==> config.mk <==
export PLATFORM = sky130hd
export DESIGN_NAME = sar_adc_control
export DESIGN_NICKNAME = d
export VERILOG_FILES = /design/src/sar_adc_pkg.sv /design/src/sar_adc_control.sv /design/src/sar_sync2.sv /design/src/sar_engine.sv
export SDC_FILE = /design/constraint.sdc
export NUM_CORES = 1
export LEC_CHECK = 0
export BUFFER_PORTS_ARGS = -buffer_cell sky130_fd_sc_hd__buf_4
export CAP_MARGIN = 40
export CORE_ASPECT_RATIO = 0.8
export CORE_MARGIN = 2
export CORE_UTILIZATION = 23
export DETAILED_ROUTE_END_ITERATION = 8
export PLACE_DENSITY_LB_ADDON = 0.3
export SYNTH_ARGS = -nofsm -noshare
export SYNTH_HDL_FRONTEND = slang
export SYNTH_SLANG_ARGS = --single-unit
==> constraint.sdc <==
create_clock -name clk -period 2.54 [get_ports clk]
set_input_delay 0.508 -clock clk [delete_from_list [all_inputs] [get_ports clk]]
set_output_delay 0.508 -clock clk [all_outputs]
set_load 0.02 [all_outputs]
==> src/sar_adc_pkg.sv <==
package sar_adc_pkg;

  // Timing: system clock and conversion clock period.
  localparam int CLK_PERIOD_NS = 4;
  localparam int TAD_NS = 1000;
  localparam int TAD_CYCLES = (TAD_NS + CLK_PERIOD_NS - 1) / CLK_PERIOD_NS;
  localparam int ACQ_TAD = 12;
  localparam int RESULT_BITS = 10;

  // Register indices; byte address is four times the index.
  localparam logic [5:0] IDX_CONV_CTRL = 6'h14;
  localparam logic [5:0] IDX_PIN_CONFIG = 6'h15;
  localparam logic [5:0] IDX_RESULT_HIGH = 6'h16;
  localparam logic [5:0] IDX_RESULT_LOW = 6'h17;
  localparam logic [5:0] IDX_ANALOG_CONFIG = 6'h18;
  localparam logic [5:0] IDX_INT_STATUS = 6'h19;
  localparam logic [5:0] IDX_INT_MASK = 6'h1A;

  // Reset values and writable masks.
  localparam logic [7:0] CONV_CTRL_RESET = 8'h00;
  localparam logic [7:0] PIN_CONFIG_RESET = 8'h00;
  localparam logic [7:0] PIN_CONFIG_MASK = 8'hEF;
  localparam logic [18:0] ANALOG_CONFIG_RESET = 19'h00000;
  localparam logic [1:0] INT_RESET = 2'h0;

  // Field positions in analog_config and interrupt registers.
  localparam int AC_VREF_POS_BIT = 16;
  localparam int AC_VREF_NEG_BIT = 17;
  localparam int AC_RC_CLOCK_BIT = 18;
  localparam int EV_DONE_BIT = 0;
  localparam int EV_REFUSED_BIT = 1;

  localparam logic [1:0] RESP_OKAY = 2'h0;
  localparam logic [1:0] RESP_SLVERR = 2'h2;
  localparam logic [9:0] TRIAL_MSB = 10'h200;

  // Layout of conversion_control.
  typedef struct packed {
    logic [3:0] channel_select;
    logic unused3;
    logic go;
    logic unused1;
    logic converter_on;
  } conv_ctrl_t;

  typedef enum logic [2:0] {
    ENG_IDLE = 3'b001,
    ENG_SAMPLE = 3'b010,
    ENG_CONVERT = 3'b100
  } eng_state_t;

endpackage

==> src/sar_adc_control.sv <==
`timescale 1ns/1ps
module sar_adc_control import sar_adc_pkg::*;
#(
  parameter int CHANNELS = 16,
  parameter int TAD_CNT = TAD_CYCLES
)
(
  input wire logic clk,
  input wire logic srst,
  input wire logic [7:0] s_axi_awaddr,
  input wire logic s_axi_awvalid,
  output logic s_axi_awready,
  input wire logic [31:0] s_axi_wdata,
  input wire logic [3:0] s_axi_wstrb,
  input wire logic s_axi_wvalid,
  output logic s_axi_wready,
  output logic [1:0] s_axi_bresp,
  output logic s_axi_bvalid,
  input wire logic s_axi_bready,
  input wire logic [7:0] s_axi_araddr,
  input wire logic s_axi_arvalid,
  output logic s_axi_arready,
  output logic [31:0] s_axi_rdata,
  output logic [1:0] s_axi_rresp,
  output logic s_axi_rvalid,
  input wire logic s_axi_rready,
  input wire logic cmp_pin,
  input wire logic sleep_mode,
  output logic sample_close,
  output logic [RESULT_BITS-1:0] dac_code,
  output logic [3:0] mux_channel,
  output logic vref_pos_from_pin,
  output logic vref_neg_from_pin,
  output logic [15:0] analog_pin_enable,
  output logic converter_power,
  output logic irq
);

  // ----------------------------------------
  // Register state
  // ----------------------------------------
  conv_ctrl_t ctrl, next_ctrl;
  logic [7:0] pin_config, next_pin_config;
  logic [18:0] analog_config, next_analog_config;
  logic [RESULT_BITS-1:0] result, next_result;
  logic [1:0] int_status, next_int_status;
  logic [1:0] int_mask, next_int_mask;
  logic next_irq;

  // ----------------------------------------
  // Bus channel state
  // ----------------------------------------
  logic aw_held, next_aw_held;
  logic w_held, next_w_held;
  logic [5:0] aw_idx, next_aw_idx;
  logic [31:0] w_data, next_w_data;
  logic [3:0] w_strb, next_w_strb;
  logic next_bvalid, next_rvalid;
  logic [1:0] next_bresp, next_rresp;
  logic [31:0] next_rdata;
  logic next_awready, next_wready, next_arready;

  // ----------------------------------------
  // Conversion clock and engine wiring
  // ----------------------------------------
  logic [15:0] tad_cnt, next_tad_cnt;
  logic tad_pulse, next_tad_pulse;
  logic tad_en;
  logic cmp_sync;
  logic eng_start, eng_abort;
  logic eng_busy, eng_sampling, eng_done;
  logic [RESULT_BITS-1:0] eng_trial, eng_result;
  logic do_write;
  logic [31:0] merged;
  logic wr_ctrl;
  conv_ctrl_t wr_val;
  logic start_req, reserved_sel, refused;

  // Merges written bytes into the old word under the strobes.
  function automatic logic [31:0] merge_bytes(input logic [31:0] old_v,
                                              input logic [31:0] new_v,
                                              input logic [3:0] strb);
    logic [31:0] res;
    res = old_v;
    for (int i = 0; i < 4; i++)
    begin
      if (strb[i])
        res[8*i +: 8] = new_v[8*i +: 8];
    end
    return res;
  endfunction

  // Returns the read view of a register, zero for an unmapped index.
  function automatic logic [31:0] read_view(input logic [5:0] idx);
    logic [31:0] v;
    v = 32'h0000_0000;
    case (idx)
      IDX_CONV_CTRL: v = {24'h000000, ctrl};
      IDX_PIN_CONFIG: v = {24'h000000, pin_config};
      IDX_RESULT_HIGH: v = {22'h000000, result[9:8], 8'h00} >> 8;
      IDX_RESULT_LOW: v = {24'h000000, result[7:0]};
      IDX_ANALOG_CONFIG: v = {13'h0000, analog_config};
      IDX_INT_STATUS: v = {30'h00000000, int_status};
      IDX_INT_MASK: v = {30'h00000000, int_mask};
      default: v = 32'h0000_0000;
    endcase
    return v;
  endfunction

  // Tells whether an index names a register.
  function automatic logic mapped(input logic [5:0] idx);
    return idx inside {IDX_CONV_CTRL, IDX_PIN_CONFIG, IDX_RESULT_HIGH,
      IDX_RESULT_LOW, IDX_ANALOG_CONFIG, IDX_INT_STATUS, IDX_INT_MASK};
  endfunction

  // The comparator output is an analog pin; resynchronise it.
  sar_sync2 #(.W(1)) u_cmp_sync (
    .clk(clk),
    .srst(srst),
    .din(cmp_pin),
    .dout(cmp_sync)
  );

  sar_engine u_engine (
    .clk(clk),
    .srst(srst),
    .start(eng_start),
    .abort(eng_abort),
    .step_en(tad_en),
    .cmp_high(cmp_sync),
    .busy(eng_busy),
    .sampling(eng_sampling),
    .done(eng_done),
    .trial(eng_trial),
    .result(eng_result)
  );

  // ----------------------------------------
  // Conversion clock divider
  // ----------------------------------------
  // Divider runs only while the converter is powered.
  always_comb
  begin
    next_tad_cnt = 16'h0000;
    next_tad_pulse = 1'b0;
    if (ctrl.converter_on)
    begin
      if (tad_cnt == 16'(TAD_CNT - 1))
        next_tad_pulse = 1'b1;
      else
        next_tad_cnt = tad_cnt + 16'h0001;
    end
  end

  assign tad_en = tad_pulse && (!sleep_mode || analog_config[AC_RC_CLOCK_BIT]);

  always_ff @(posedge clk)
  begin
    if (srst)
    begin
      tad_cnt <= 16'h0000;
      tad_pulse <= 1'b0;
    end
    else
    begin
      tad_cnt <= next_tad_cnt;
      tad_pulse <= next_tad_pulse;
    end
  end

  // ----------------------------------------
  // Write decode and conversion start
  // ----------------------------------------
  // A write goes ahead once both address and data are held.
  assign do_write = aw_held && w_held && !s_axi_bvalid;
  always_comb
  begin
    merged = merge_bytes(read_view(aw_idx), w_data, w_strb);
  end
  assign wr_ctrl = do_write && aw_idx == IDX_CONV_CTRL && w_strb[0];
  assign wr_val = conv_ctrl_t'(merged[7:0]);
  assign reserved_sel = CHANNELS <= 12 && wr_val.channel_select[3:2] == 2'h3;
  assign start_req = wr_ctrl && wr_val.go && wr_val.converter_on && !eng_busy;
  assign refused = start_req && reserved_sel;
  assign eng_start = start_req && !reserved_sel;
  assign eng_abort = !ctrl.converter_on;

  // Register file next values; hardware events win over clears.
  always_comb
  begin
    next_ctrl = ctrl;
    next_pin_config = pin_config;
    next_analog_config = analog_config;
    next_result = result;
    next_int_mask = int_mask;
    next_int_status = int_status;
    if (wr_ctrl)
    begin
      next_ctrl.channel_select = wr_val.channel_select;
      next_ctrl.converter_on = wr_val.converter_on;
      next_ctrl.go = ctrl.go || eng_start;
    end
    if (do_write && aw_idx == IDX_PIN_CONFIG)
      next_pin_config = merged[7:0] & PIN_CONFIG_MASK;
    if (do_write && aw_idx == IDX_ANALOG_CONFIG)
      next_analog_config = merged[18:0];
    if (do_write && aw_idx == IDX_INT_MASK)
      next_int_mask = merged[1:0];
    if (do_write && aw_idx == IDX_INT_STATUS)
      next_int_status = int_status & ~merged[1:0];
    if (eng_done || !next_ctrl.converter_on)
      next_ctrl.go = 1'b0;
    if (eng_done)
      next_result = eng_result;
    next_int_status[EV_DONE_BIT] = next_int_status[EV_DONE_BIT] | eng_done;
    next_int_status[EV_REFUSED_BIT] = next_int_status[EV_REFUSED_BIT] | refused;
    next_irq = |(next_int_status & next_int_mask);
  end

  always_ff @(posedge clk)
  begin
    if (srst)
    begin
      ctrl <= conv_ctrl_t'(CONV_CTRL_RESET);
      pin_config <= PIN_CONFIG_RESET;
      analog_config <= ANALOG_CONFIG_RESET;
      result <= '0;
      int_status <= INT_RESET;
      int_mask <= INT_RESET;
      irq <= 1'b0;
    end
    else
    begin
      ctrl <= next_ctrl;
      pin_config <= next_pin_config;
      analog_config <= next_analog_config;
      result <= next_result;
      int_status <= next_int_status;
      int_mask <= next_int_mask;
      irq <= next_irq;
    end
  end

  // ----------------------------------------
  // Bus slave channels
  // ----------------------------------------
  // Address and data are caught in either order; one write and one read at a time.
  always_comb
  begin
    next_aw_held = aw_held;
    next_w_held = w_held;
    next_aw_idx = aw_idx;
    next_w_data = w_data;
    next_w_strb = w_strb;
    next_bvalid = s_axi_bvalid;
    next_bresp = s_axi_bresp;
    next_rvalid = s_axi_rvalid;
    next_rresp = s_axi_rresp;
    next_rdata = s_axi_rdata;
    if (s_axi_awvalid && s_axi_awready)
    begin
      next_aw_held = 1'b1;
      next_aw_idx = s_axi_awaddr[7:2];
    end
    if (s_axi_wvalid && s_axi_wready)
    begin
      next_w_held = 1'b1;
      next_w_data = s_axi_wdata;
      next_w_strb = s_axi_wstrb;
    end
    if (do_write)
    begin
      next_aw_held = 1'b0;
      next_w_held = 1'b0;
      next_bvalid = 1'b1;
      next_bresp = mapped(aw_idx) ? RESP_OKAY : RESP_SLVERR;
    end
    else if (s_axi_bvalid && s_axi_bready)
      next_bvalid = 1'b0;
    if (s_axi_arvalid && s_axi_arready)
    begin
      next_rvalid = 1'b1;
      next_rdata = read_view(s_axi_araddr[7:2]);
      next_rresp = mapped(s_axi_araddr[7:2]) ? RESP_OKAY : RESP_SLVERR;
    end
    else if (s_axi_rvalid && s_axi_rready)
      next_rvalid = 1'b0;
    next_awready = !next_aw_held && !next_bvalid;
    next_wready = !next_w_held && !next_bvalid;
    next_arready = !next_rvalid;
  end

  always_ff @(posedge clk)
  begin
    if (srst)
    begin
      aw_held <= 1'b0;
      w_held <= 1'b0;
      aw_idx <= 6'h00;
      w_data <= 32'h0000_0000;
      w_strb <= 4'h0;
      s_axi_awready <= 1'b0;
      s_axi_wready <= 1'b0;
      s_axi_arready <= 1'b0;
      s_axi_bvalid <= 1'b0;
      s_axi_bresp <= RESP_OKAY;
      s_axi_rvalid <= 1'b0;
      s_axi_rresp <= RESP_OKAY;
      s_axi_rdata <= 32'h0000_0000;
    end
    else
    begin
      aw_held <= next_aw_held;
      w_held <= next_w_held;
      aw_idx <= next_aw_idx;
      w_data <= next_w_data;
      w_strb <= next_w_strb;
      s_axi_awready <= next_awready;
      s_axi_wready <= next_wready;
      s_axi_arready <= next_arready;
      s_axi_bvalid <= next_bvalid;
      s_axi_bresp <= next_bresp;
      s_axi_rvalid <= next_rvalid;
      s_axi_rresp <= next_rresp;
      s_axi_rdata <= next_rdata;
    end
  end

  // ----------------------------------------
  // Analog side outputs
  // ----------------------------------------
  // Registered controls toward the analog front end.
  always_ff @(posedge clk)
  begin
    if (srst)
    begin
      sample_close <= 1'b0;
      dac_code <= '0;
      mux_channel <= 4'h0;
      vref_pos_from_pin <= 1'b0;
      vref_neg_from_pin <= 1'b0;
      analog_pin_enable <= 16'h0000;
      converter_power <= 1'b0;
    end
    else
    begin
      sample_close <= eng_sampling;
      dac_code <= eng_trial;
      mux_channel <= next_ctrl.channel_select;
      vref_pos_from_pin <= next_analog_config[AC_VREF_POS_BIT];
      vref_neg_from_pin <= next_analog_config[AC_VREF_NEG_BIT];
      analog_pin_enable <= next_analog_config[15:0];
      converter_power <= next_ctrl.converter_on;
    end
  end
endmodule

==> src/sar_sync2.sv <==
`timescale 1ns/1ps
// Two-stage synchroniser for levels arriving from outside the clock domain.
module sar_sync2 import sar_adc_pkg::*;
#(
  parameter int W = 1
)
(
  input wire logic clk,
  input wire logic srst,
  input wire logic [W-1:0] din,
  output logic [W-1:0] dout
);
  logic [W-1:0] stage1;

  // The first stage feeds only the second stage.
  always_ff @(posedge clk)
  begin
    if (srst)
    begin
      stage1 <= '0;
      dout <= '0;
    end
    else
    begin
      stage1 <= din;
      dout <= stage1;
    end
  end
endmodule

==> src/sar_engine.sv <==
`timescale 1ns/1ps
// Sample phase followed by a bitwise successive-approximation search.
module sar_engine import sar_adc_pkg::*;
(
  input wire logic clk,
  input wire logic srst,
  input wire logic start,
  input wire logic abort,
  input wire logic step_en,
  input wire logic cmp_high,
  output logic busy,
  output logic sampling,
  output logic done,
  output logic [RESULT_BITS-1:0] trial,
  output logic [RESULT_BITS-1:0] result
);
  eng_state_t state, next_state;
  logic [3:0] cnt, next_cnt;
  logic [RESULT_BITS-1:0] next_trial, next_result;
  logic next_done;

  // Next-state logic for the sample and search phases.
  always_comb
  begin
    next_state = state;
    next_cnt = cnt;
    next_trial = trial;
    next_result = result;
    next_done = 1'b0;
    case (state)
      ENG_IDLE:
      begin
        if (start)
        begin
          next_state = ENG_SAMPLE;
          next_cnt = 4'h0;
          next_trial = '0;
        end
      end
      ENG_SAMPLE:
      begin
        if (abort)
          next_state = ENG_IDLE;
        else if (step_en && cnt == 4'(ACQ_TAD - 1))
        begin
          next_state = ENG_CONVERT;
          next_cnt = 4'(RESULT_BITS - 1);
          next_trial = TRIAL_MSB;
        end
        else if (step_en)
          next_cnt = cnt + 4'h1;
      end
      ENG_CONVERT:
      begin
        if (abort)
          next_state = ENG_IDLE;
        else if (step_en)
        begin
          if (!cmp_high)
            next_trial[cnt] = 1'b0;
          if (cnt == 4'h0)
          begin
            next_result = next_trial;
            next_done = 1'b1;
            next_state = ENG_IDLE;
          end
          else
          begin
            next_cnt = cnt - 4'h1;
            next_trial[cnt - 4'h1] = 1'b1;
          end
        end
      end
      default: next_state = ENG_IDLE;
    endcase
  end

  // State registers.
  always_ff @(posedge clk)
  begin
    if (srst)
    begin
      state <= ENG_IDLE;
      cnt <= 4'h0;
      trial <= '0;
      result <= '0;
      done <= 1'b0;
      busy <= 1'b0;
      sampling <= 1'b0;
    end
    else
    begin
      state <= next_state;
      cnt <= next_cnt;
      trial <= next_trial;
      result <= next_result;
      done <= next_done;
      busy <= next_state != ENG_IDLE;
      sampling <= next_state == ENG_SAMPLE;
    end
  end
endmodule

### Word level (Yosys, flattened, before mapping)

Index checks and enable logic that the tools add are counted.

* flip-flop bits (word level): 196
* input port bits: 61
* output and inout bits: 76
* logic and storage cells: 183

* add/sub/neg operators: 3
* magnitude comparators: 4
* eq/ne operators: 29
* multiplexer cells: 52
* bitwise operators: 10
* reductions and logical operators: 46

Operators with widths (count)
* 19-bit one-hot mux with 7 select lines: 2
* 10-bit two-way mux: 10
* 6-bit by 5-bit equality test with 1-bit output, second input constant: 14
* 4-bit two-way mux: 8
* 10-bit one-hot mux with 3 select lines: 1
* 1-bit logical AND: 22
* 3-bit two-way mux: 7
* 18-bit two-way mux: 1
* 16-bit by 1-bit adder with 16-bit output, second input constant: 1
* 16-bit by 8-bit equality test with 1-bit output, second input constant: 1
* 8-bit two-way mux: 2
* 7-bit nonzero test: 2
* 1-bit two-way mux: 13
* 4-bit one-hot mux with 3 select lines: 1
* 10-bit bitwise AND: 1
* 4-bit by 5-bit less-than comparator with 1-bit output, second input constant: 2
* 2-bit != test, second input constant: 5
* 10-bit inverter: 1
* 10-bit bitwise OR: 1
* 3-bit one-hot mux with 3 select lines: 1
* 1-bit demux with 4-bit select: 2
* 4-bit by 1-bit greater-or-equal comparator with 1-bit output, second input constant: 2
* 1-bit logical NOT: 8
* 2-bit two-way mux: 4
* other kinds (22): 32

### Logic depth before layout (Yosys ltp)

* depth after elaboration: 15
* gate-level depth with buffers: 9
* gate-level depth less buffers: 8

### Cells and area by module

Synthesis repeated with hierarchy kept, for this count alone.

* cells, all modules: 884
* area, all modules: 7563.5 um2

Modules (own cells, without submodules)
* sar_adc_control: instances 1, cells an instance 673, area an instance 5719.2 um2, sequential area each 2622.5 um2
* sar_engine: instances 1, cells an instance 207, area an instance 1791.7 um2, sequential area each 600.6 um2
* sar_sync2: instances 1, cells an instance 4, area an instance 52.6 um2, sequential area each 40.0 um2

### Worst setup path after synthesis

Ideal clock, no wire load.

* path type: reg-to-reg
* start: register u_engine.cnt[0]
* end: register u_engine.result[1]
* library setup time: 0.128 ns
* data arrival time: 1.928 ns
* data required time: 2.412 ns
* slack: 0.484 ns
* stages on the path, launching flop included: 9
* buffers on the path: 1
* period minus slack after synthesis: 2.056 ns
* path through: dfxtp_1 inv_1 ha_1 buf_2 or3b_2 nor3_2 nand2_2 mux2i_1 nor2_1

* word-level cells in the longest chain between the ends: 10
* elaborated cells between the ends (all ways): 13
* those cells by class: 2 x order compare; 6 x mux; 2 x bitwise; 3 x reduce/logical

RTL lines
* start, declared: RTL line sar_engine.sv:18 `logic [3:0] cnt, next_cnt;`
* start signal, assigned: RTL line sar_engine.sv:94 `cnt <= next_cnt;`
* 4-bit by 5-bit less-than comparator with 1-bit output (implied by the code) / 4-bit by 1-bit greater-or-equal comparator with 1-bit output (equally long branches): RTL line sar_engine.sv:60 `next_trial[cnt] = 1'b0;`
* 1-bit logical AND (implied by the code): RTL line sar_engine.sv:60
* 1-bit two-way mux (implied by the code): RTL line sar_engine.sv:60
* 1-bit demux with 4-bit select
* 10-bit inverter (no line)
* 10-bit bitwise AND (no line)
* 10-bit two-way mux: RTL line sar_engine.sv:59 `if (!cmp_high)`
* 10-bit two-way mux: RTL line sar_engine.sv:57 `else if (step_en)`
* 10-bit two-way mux: RTL line sar_engine.sv:55 `if (abort)`
* 10-bit two-way mux: RTL line sar_engine.sv:30 `case (state)`
* end signal, assigned: RTL line sar_engine.sv:96 `result <= next_result;`
* end, declared: RTL line sar_engine.sv:15 `output logic [RESULT_BITS-1:0] result`

Several ways; a longest one is shown, not always the timed one. The select of a mux whose other input is x is not followed.
A chain may end at the register's enable or synchronous reset.

### Worst setup path in the final report

* start: register aw_idx[3]
* end: register irq

* word-level cells in the longest chain between the ends: 9
* elaborated cells between the ends (all ways): 18
* those cells by class: 7 x eq/ne; 4 x mux; 4 x bitwise; 3 x reduce/logical

RTL lines
* start, declared: RTL line sar_adc_control.sv:55 `logic [5:0] aw_idx, next_aw_idx;`
* start signal, assigned: RTL line sar_adc_control.sv:315 `aw_idx <= next_aw_idx;`
* 6-bit by 5-bit equality test with 1-bit output, on equally long branches: RTL line sar_adc_control.sv:97, sar_adc_control.sv:207, sar_adc_control.sv:209
* 19-bit one-hot mux with 7 select lines: RTL line sar_adc_control.sv:97 `case (idx)`
* 8-bit two-way mux: RTL line sar_adc_control.sv:87 `if (strb[i])`
* 2-bit inverter: RTL line sar_adc_control.sv:210 `next_int_status = int_status & ~merged[1:0];`
* 2-bit bitwise AND: RTL line sar_adc_control.sv:210
* 2-bit two-way mux: RTL line sar_adc_control.sv:209 `if (do_write && aw_idx == IDX_INT_STATUS)`
* 1-bit bitwise OR: RTL line sar_adc_control.sv:215 `next_int_status[EV_DONE_BIT] = next_int_status[EV_DONE_BIT] | eng_done;`
* 2-bit bitwise AND (*): RTL line sar_adc_control.sv:217 `next_irq = |(next_int_status & next_int_mask);`
* 2-bit OR reduction (*): RTL line sar_adc_control.sv:217
* end signal, assigned: RTL line sar_adc_control.sv:240 `irq <= next_irq;`
* end, declared: RTL line sar_adc_control.sv:36 `output logic irq`

Mark *: on every way between the ends. The rest lies on a longest branch, timed or not. The select of a mux whose other input is x is not followed.

==> metrics.md <==
| Metric | Value |
|---|---|
| Status | complete, no violations |
| Number of hold buffers added after cts | 0 |
| Max layer used | met4 |
| Final setup skew | 0.00908 ns |
| Clock network power share | around half |
| CP Max Fanout | 8 |
| Worst Setup Start Kind | register |
| Combinational power share | between 4 and 5% |
| Vias | 6200 |
| Sw Pwr | ~1300 uW |
| Drt via density | ~4.5 |
| Reg area | around 0.0033 mm^2 |
| M1 WL | around 10 mm |
| Nets | ~1000 |
| # fillers | approximately 3300 |
| CTS Buf Count | 17 |
| Fmax | 0.466 GHz |
| PnR worst setup slack | slightly below 0.4 ns |
| Hold Path Class | in -> reg |
| Die ar. | about 0.033 mm^2 |
| Drt initial violations | roughly 420 |
| R2R depth | 6 |
| CTS max path bufs | 2 |
| Main synth FF type | dfxtp_1 |
| Met2 WL | between 8 and 9 mm |
| Area of the multi-input gates | 0.00349 mm^2 |
| Largest net degree at the start of global routing | 51 |
| Minimum clock period | approximately 2.1 ns |
| Final WL | 20.1 mm |
| Setup slack, reg-to-reg | 0.39 ns |
| Max-cap violations | 0 |
| Pre-Repair DR Iteration Count | 5 |
| Worst Setup Path Type | reg -> reg |
| Ratio of cells with drive above 1 in the final layout | between 10% and 20% |
| Critical path data required time | approximately 2.9 ns |
| Syn Area/Cell | between 8 and 9 um^2 |
| Final setup fails | 0 |
| CTS tree | done |
| Routability cong. | approximately 0.83 |
| GRT Util Overall | about an eighth |
| Initial Utilization | roughly 23% |
| Grt ovf | 0 |
| R2R Path Start | aw_idx[3] |
| Synth warn | 0 |
| Fin crit share | 84.5% |
| Row count | 58 |
| First-pass GRT wire length | approximately 31 mm |
| P per Cell Area | between 600 and 700 mW/mm^2 |
| Arrival @ worst endpoint | roughly 2.5 ns |
| Core occupancy in the finished layout | between 20 and 30% |
| Total power | ~5700 uW |
| Initial antenna violation count | 0 |
| Post-CTS sizing | 0 |
| Synthesized area | a little over 0.007 mm^2 |
| CTS H-Tree Depth | 4 |
| Min-delay src | s_axi_wstrb[2] |
| Routed Antenna Nets | 0 |
| Slew margin rel. | 52.6% |
| Hold depth | 3 |
| Final hold violation count | 0 |
| Clock Root Buffer | clkbuf_16 |
| Die width | just over 200 um |
| Met3 wire len | around 1.1 mm |
| # clock sinks | between 150 and 200 |
| Slew @ Worst Pin | around 0.71 ns |
| Worst Hold Path EP | w_strb[2] |
| Maximum vdd drop | roughly 0.44 mV |
| Yosys reg bits | 163 |
| Later-pin clock latency in the skew report | between 0.4 and 0.5 ns |
| Internal | approximately 4400 uW |
| Critical Path Sink Type | register |
| Area delta synth->final | 23.3% |
| Pre-CTS setup slack | roughly 0.48 ns |
| Routed wire length per instance | approximately 15 um |
| Number of global-route vias before repair | between 5000 and 6000 |
| Post-synth cell types | 64 |
| Register area share after synthesis | approximately 45% |
| Setup_tns | 0 ns |
| Non-Filler Instances | roughly 1400 |
| R2R Path End | irq |
| IO Port Bufs | approximately 100 |
| CORE AREA | approximately 0.031 mm^2 |
| Post-CTS setup buffer count | 0 |
| Switching share of power | 22.5% |
| Top-Level Pins | around 140 |
| Max-slew violation count | 0 |
| # diodes | 0 |
| RSZ-0062 raised after global routing | no |
| DRC viols | 0 |
| Async S/R FF share, synth | 0% |
| Final HPWL DP | approximately 15 mm |
| Cells after DPL | about 1300 |
| Die Y-Extent | 163 um |
| Post-synthesis cell count | about 870 |
| Leak | between 0.003 and 0.004 uW |
| Clock transition at path regs | around 0.07 ns |
| EDFF count, synth | 0 |
| Seq pwr share | 46.2% |
-- registers in the layout (all words and copies together) (netlist names), 2 cells and up --
signal and count:
u_engine.trial 10, analog_config 19, pin_config 7, dac_code 10
int_mask 2, u_engine.cnt 4, u_engine.state 3, w_strb 3
int_status 2, mux_channel 4, s_axi_rdata 19, tad_cnt 16
aw_idx 6, result 10, w_data 19, u_engine.result 10
-- cells in the mapped netlist (3+ instances only) --
cell type / number / area [um^2]
a211oi_1: 4 / 30.0
a21boi_0: 7 / 52.6
a21oi_1: 85 / 425
a221o_1: 4 / 40.0
a22oi_1: 19 / 143
a31oi_1: 10 / 62.6
a32oi_1: 6 / 52.6
and2_1: 5 / 31.3
and3_1: 5 / 31.3
buf_1: 5 / 18.8
buf_2: 8 / 40.0
buf_4: 36 / 270
clkbuf_1: 41 / 154
dfxtp_1: 163 / 3260
ha_1: 7 / 87.6
inv_1: 13 / 48.8
mux2_2: 6 / 67.6
mux2i_1: 33 / 330
nand2_1: 124 / 465
nand2b_1: 12 / 75.1
nand3_1: 48 / 240
nand4_1: 6 / 37.5
nor2_1: 84 / 315
nor2b_1: 31 / 194
nor3_1: 11 / 55.1
nor3b_1: 6 / 45.0
nor4_1: 3 / 18.8
o21ai_0: 21 / 105
o221ai_1: 3 / 26.3
or3_1: 4 / 25.0
xnor2_1: 6 / 52.6
xor2_1: 7 / 61.3
-- area by class of cell --
class	count	share of cell area, %
Clock buffer	21	5.15
Clock inverter	11	1.97
Inverter	13	0.545
Multi-Input combinational cell	612	39.1
Sequential cell	163	36.5
Tap cell	420	5.87
Timing Repair Buffer	130	10.9
-- power by group through the flow --
stage | clock network [uW] | registers (uW) | logic (uW)
floorplan | 0 | 2670 | 179
global placement | 0 | 2680 | 277
detailed placement | 0 | 2680 | 280
CTS | 2850 | 2620 | 281
global route | 2950 | 2620 | 306
finish | 2780 | 2620 | 278
-- layer usage --
| metal | track usage, % | up-vias |
|---|---|---|
| met4 | 3.75 | 0 |
| met5 | 0 | - |
| met1 | 17.9 | 2913 |
| met2 | 17.3 | 185 |
| li1 | - | 3092 |
| met3 | 2.58 | 10 |
-- critical path: stages, from the launching register on --
cell      delay, ns
dfxtp_1        0.43
and4bb_1       0.47
a22oi_1        0.15
o221a_2        0.29
a21oi_1        0.31
a211oi_1       0.16
a22o_1         0.23
-- kinds of logic after synthesis --
| logic type | share of synthesized area, % |
|---|---|
| other cells | 0.0517 |
| fa+ha+maj | 1.21 |
| flops | 45.0 |
| simple gates | 23.3 |
| xor+xnor | 1.57 |
| buf+inv | 7.64 |
| mux | 5.48 |
| compound gates | 15.8 |
-- stage by stage --
stage | cell area (um^2) | hold WS, ns
floorplan | 7310 | 0.414
global placement | 8300 | 0.431
detailed placement | 8310 | 0.435
CTS | 8950 | 0.311
global route | 8950 | 0.311
finish | 8950 | 0.326
-- cell usage in the layout (no fill, tap or decap), drive strengths merged, types with 7 or more instances in the layout --
| cell type | netlist | layout |
|---|---|---|
| buf | 51 | 130 |
| o21ai | 21 | 21 |
| nand3 | 48 | 48 |
| nand2 | 125 | 125 |
| dfxtp | 163 | 163 |
| nor2 | 84 | 84 |
| a31oi | 10 | 10 |
| nor2b | 31 | 31 |
| xor2 | 7 | 7 |
| a21oi | 86 | 86 |
| ha | 7 | 7 |
| mux2i | 33 | 33 |
| inv | 13 | 14 |
| a21boi | 7 | 7 |
| and2 | 8 | 8 |
| a22oi | 19 | 19 |
| nand2b | 12 | 12 |
| nor3 | 13 | 13 |
| clkbuf | 41 | 21 |
| conb | 1 | 15 |
-- worst max-delay path by stage --
stage | end | slack, ns | from
after floorplan | u_engine.result[1] | 0.48 | u_engine.cnt[0]
after global placement | s_axi_rdata[0] | 0.48 | s_axi_araddr[7]
after detailed placement | irq | 0.48 | aw_idx[1]
after CTS | irq | 0.46 | aw_idx[1]
after global routing | u_engine.result[4] | 0.24 | u_engine.cnt[0]
final | irq | 0.39 | aw_idx[3]
No activity file was read; power rests on OpenSTA's default activity.
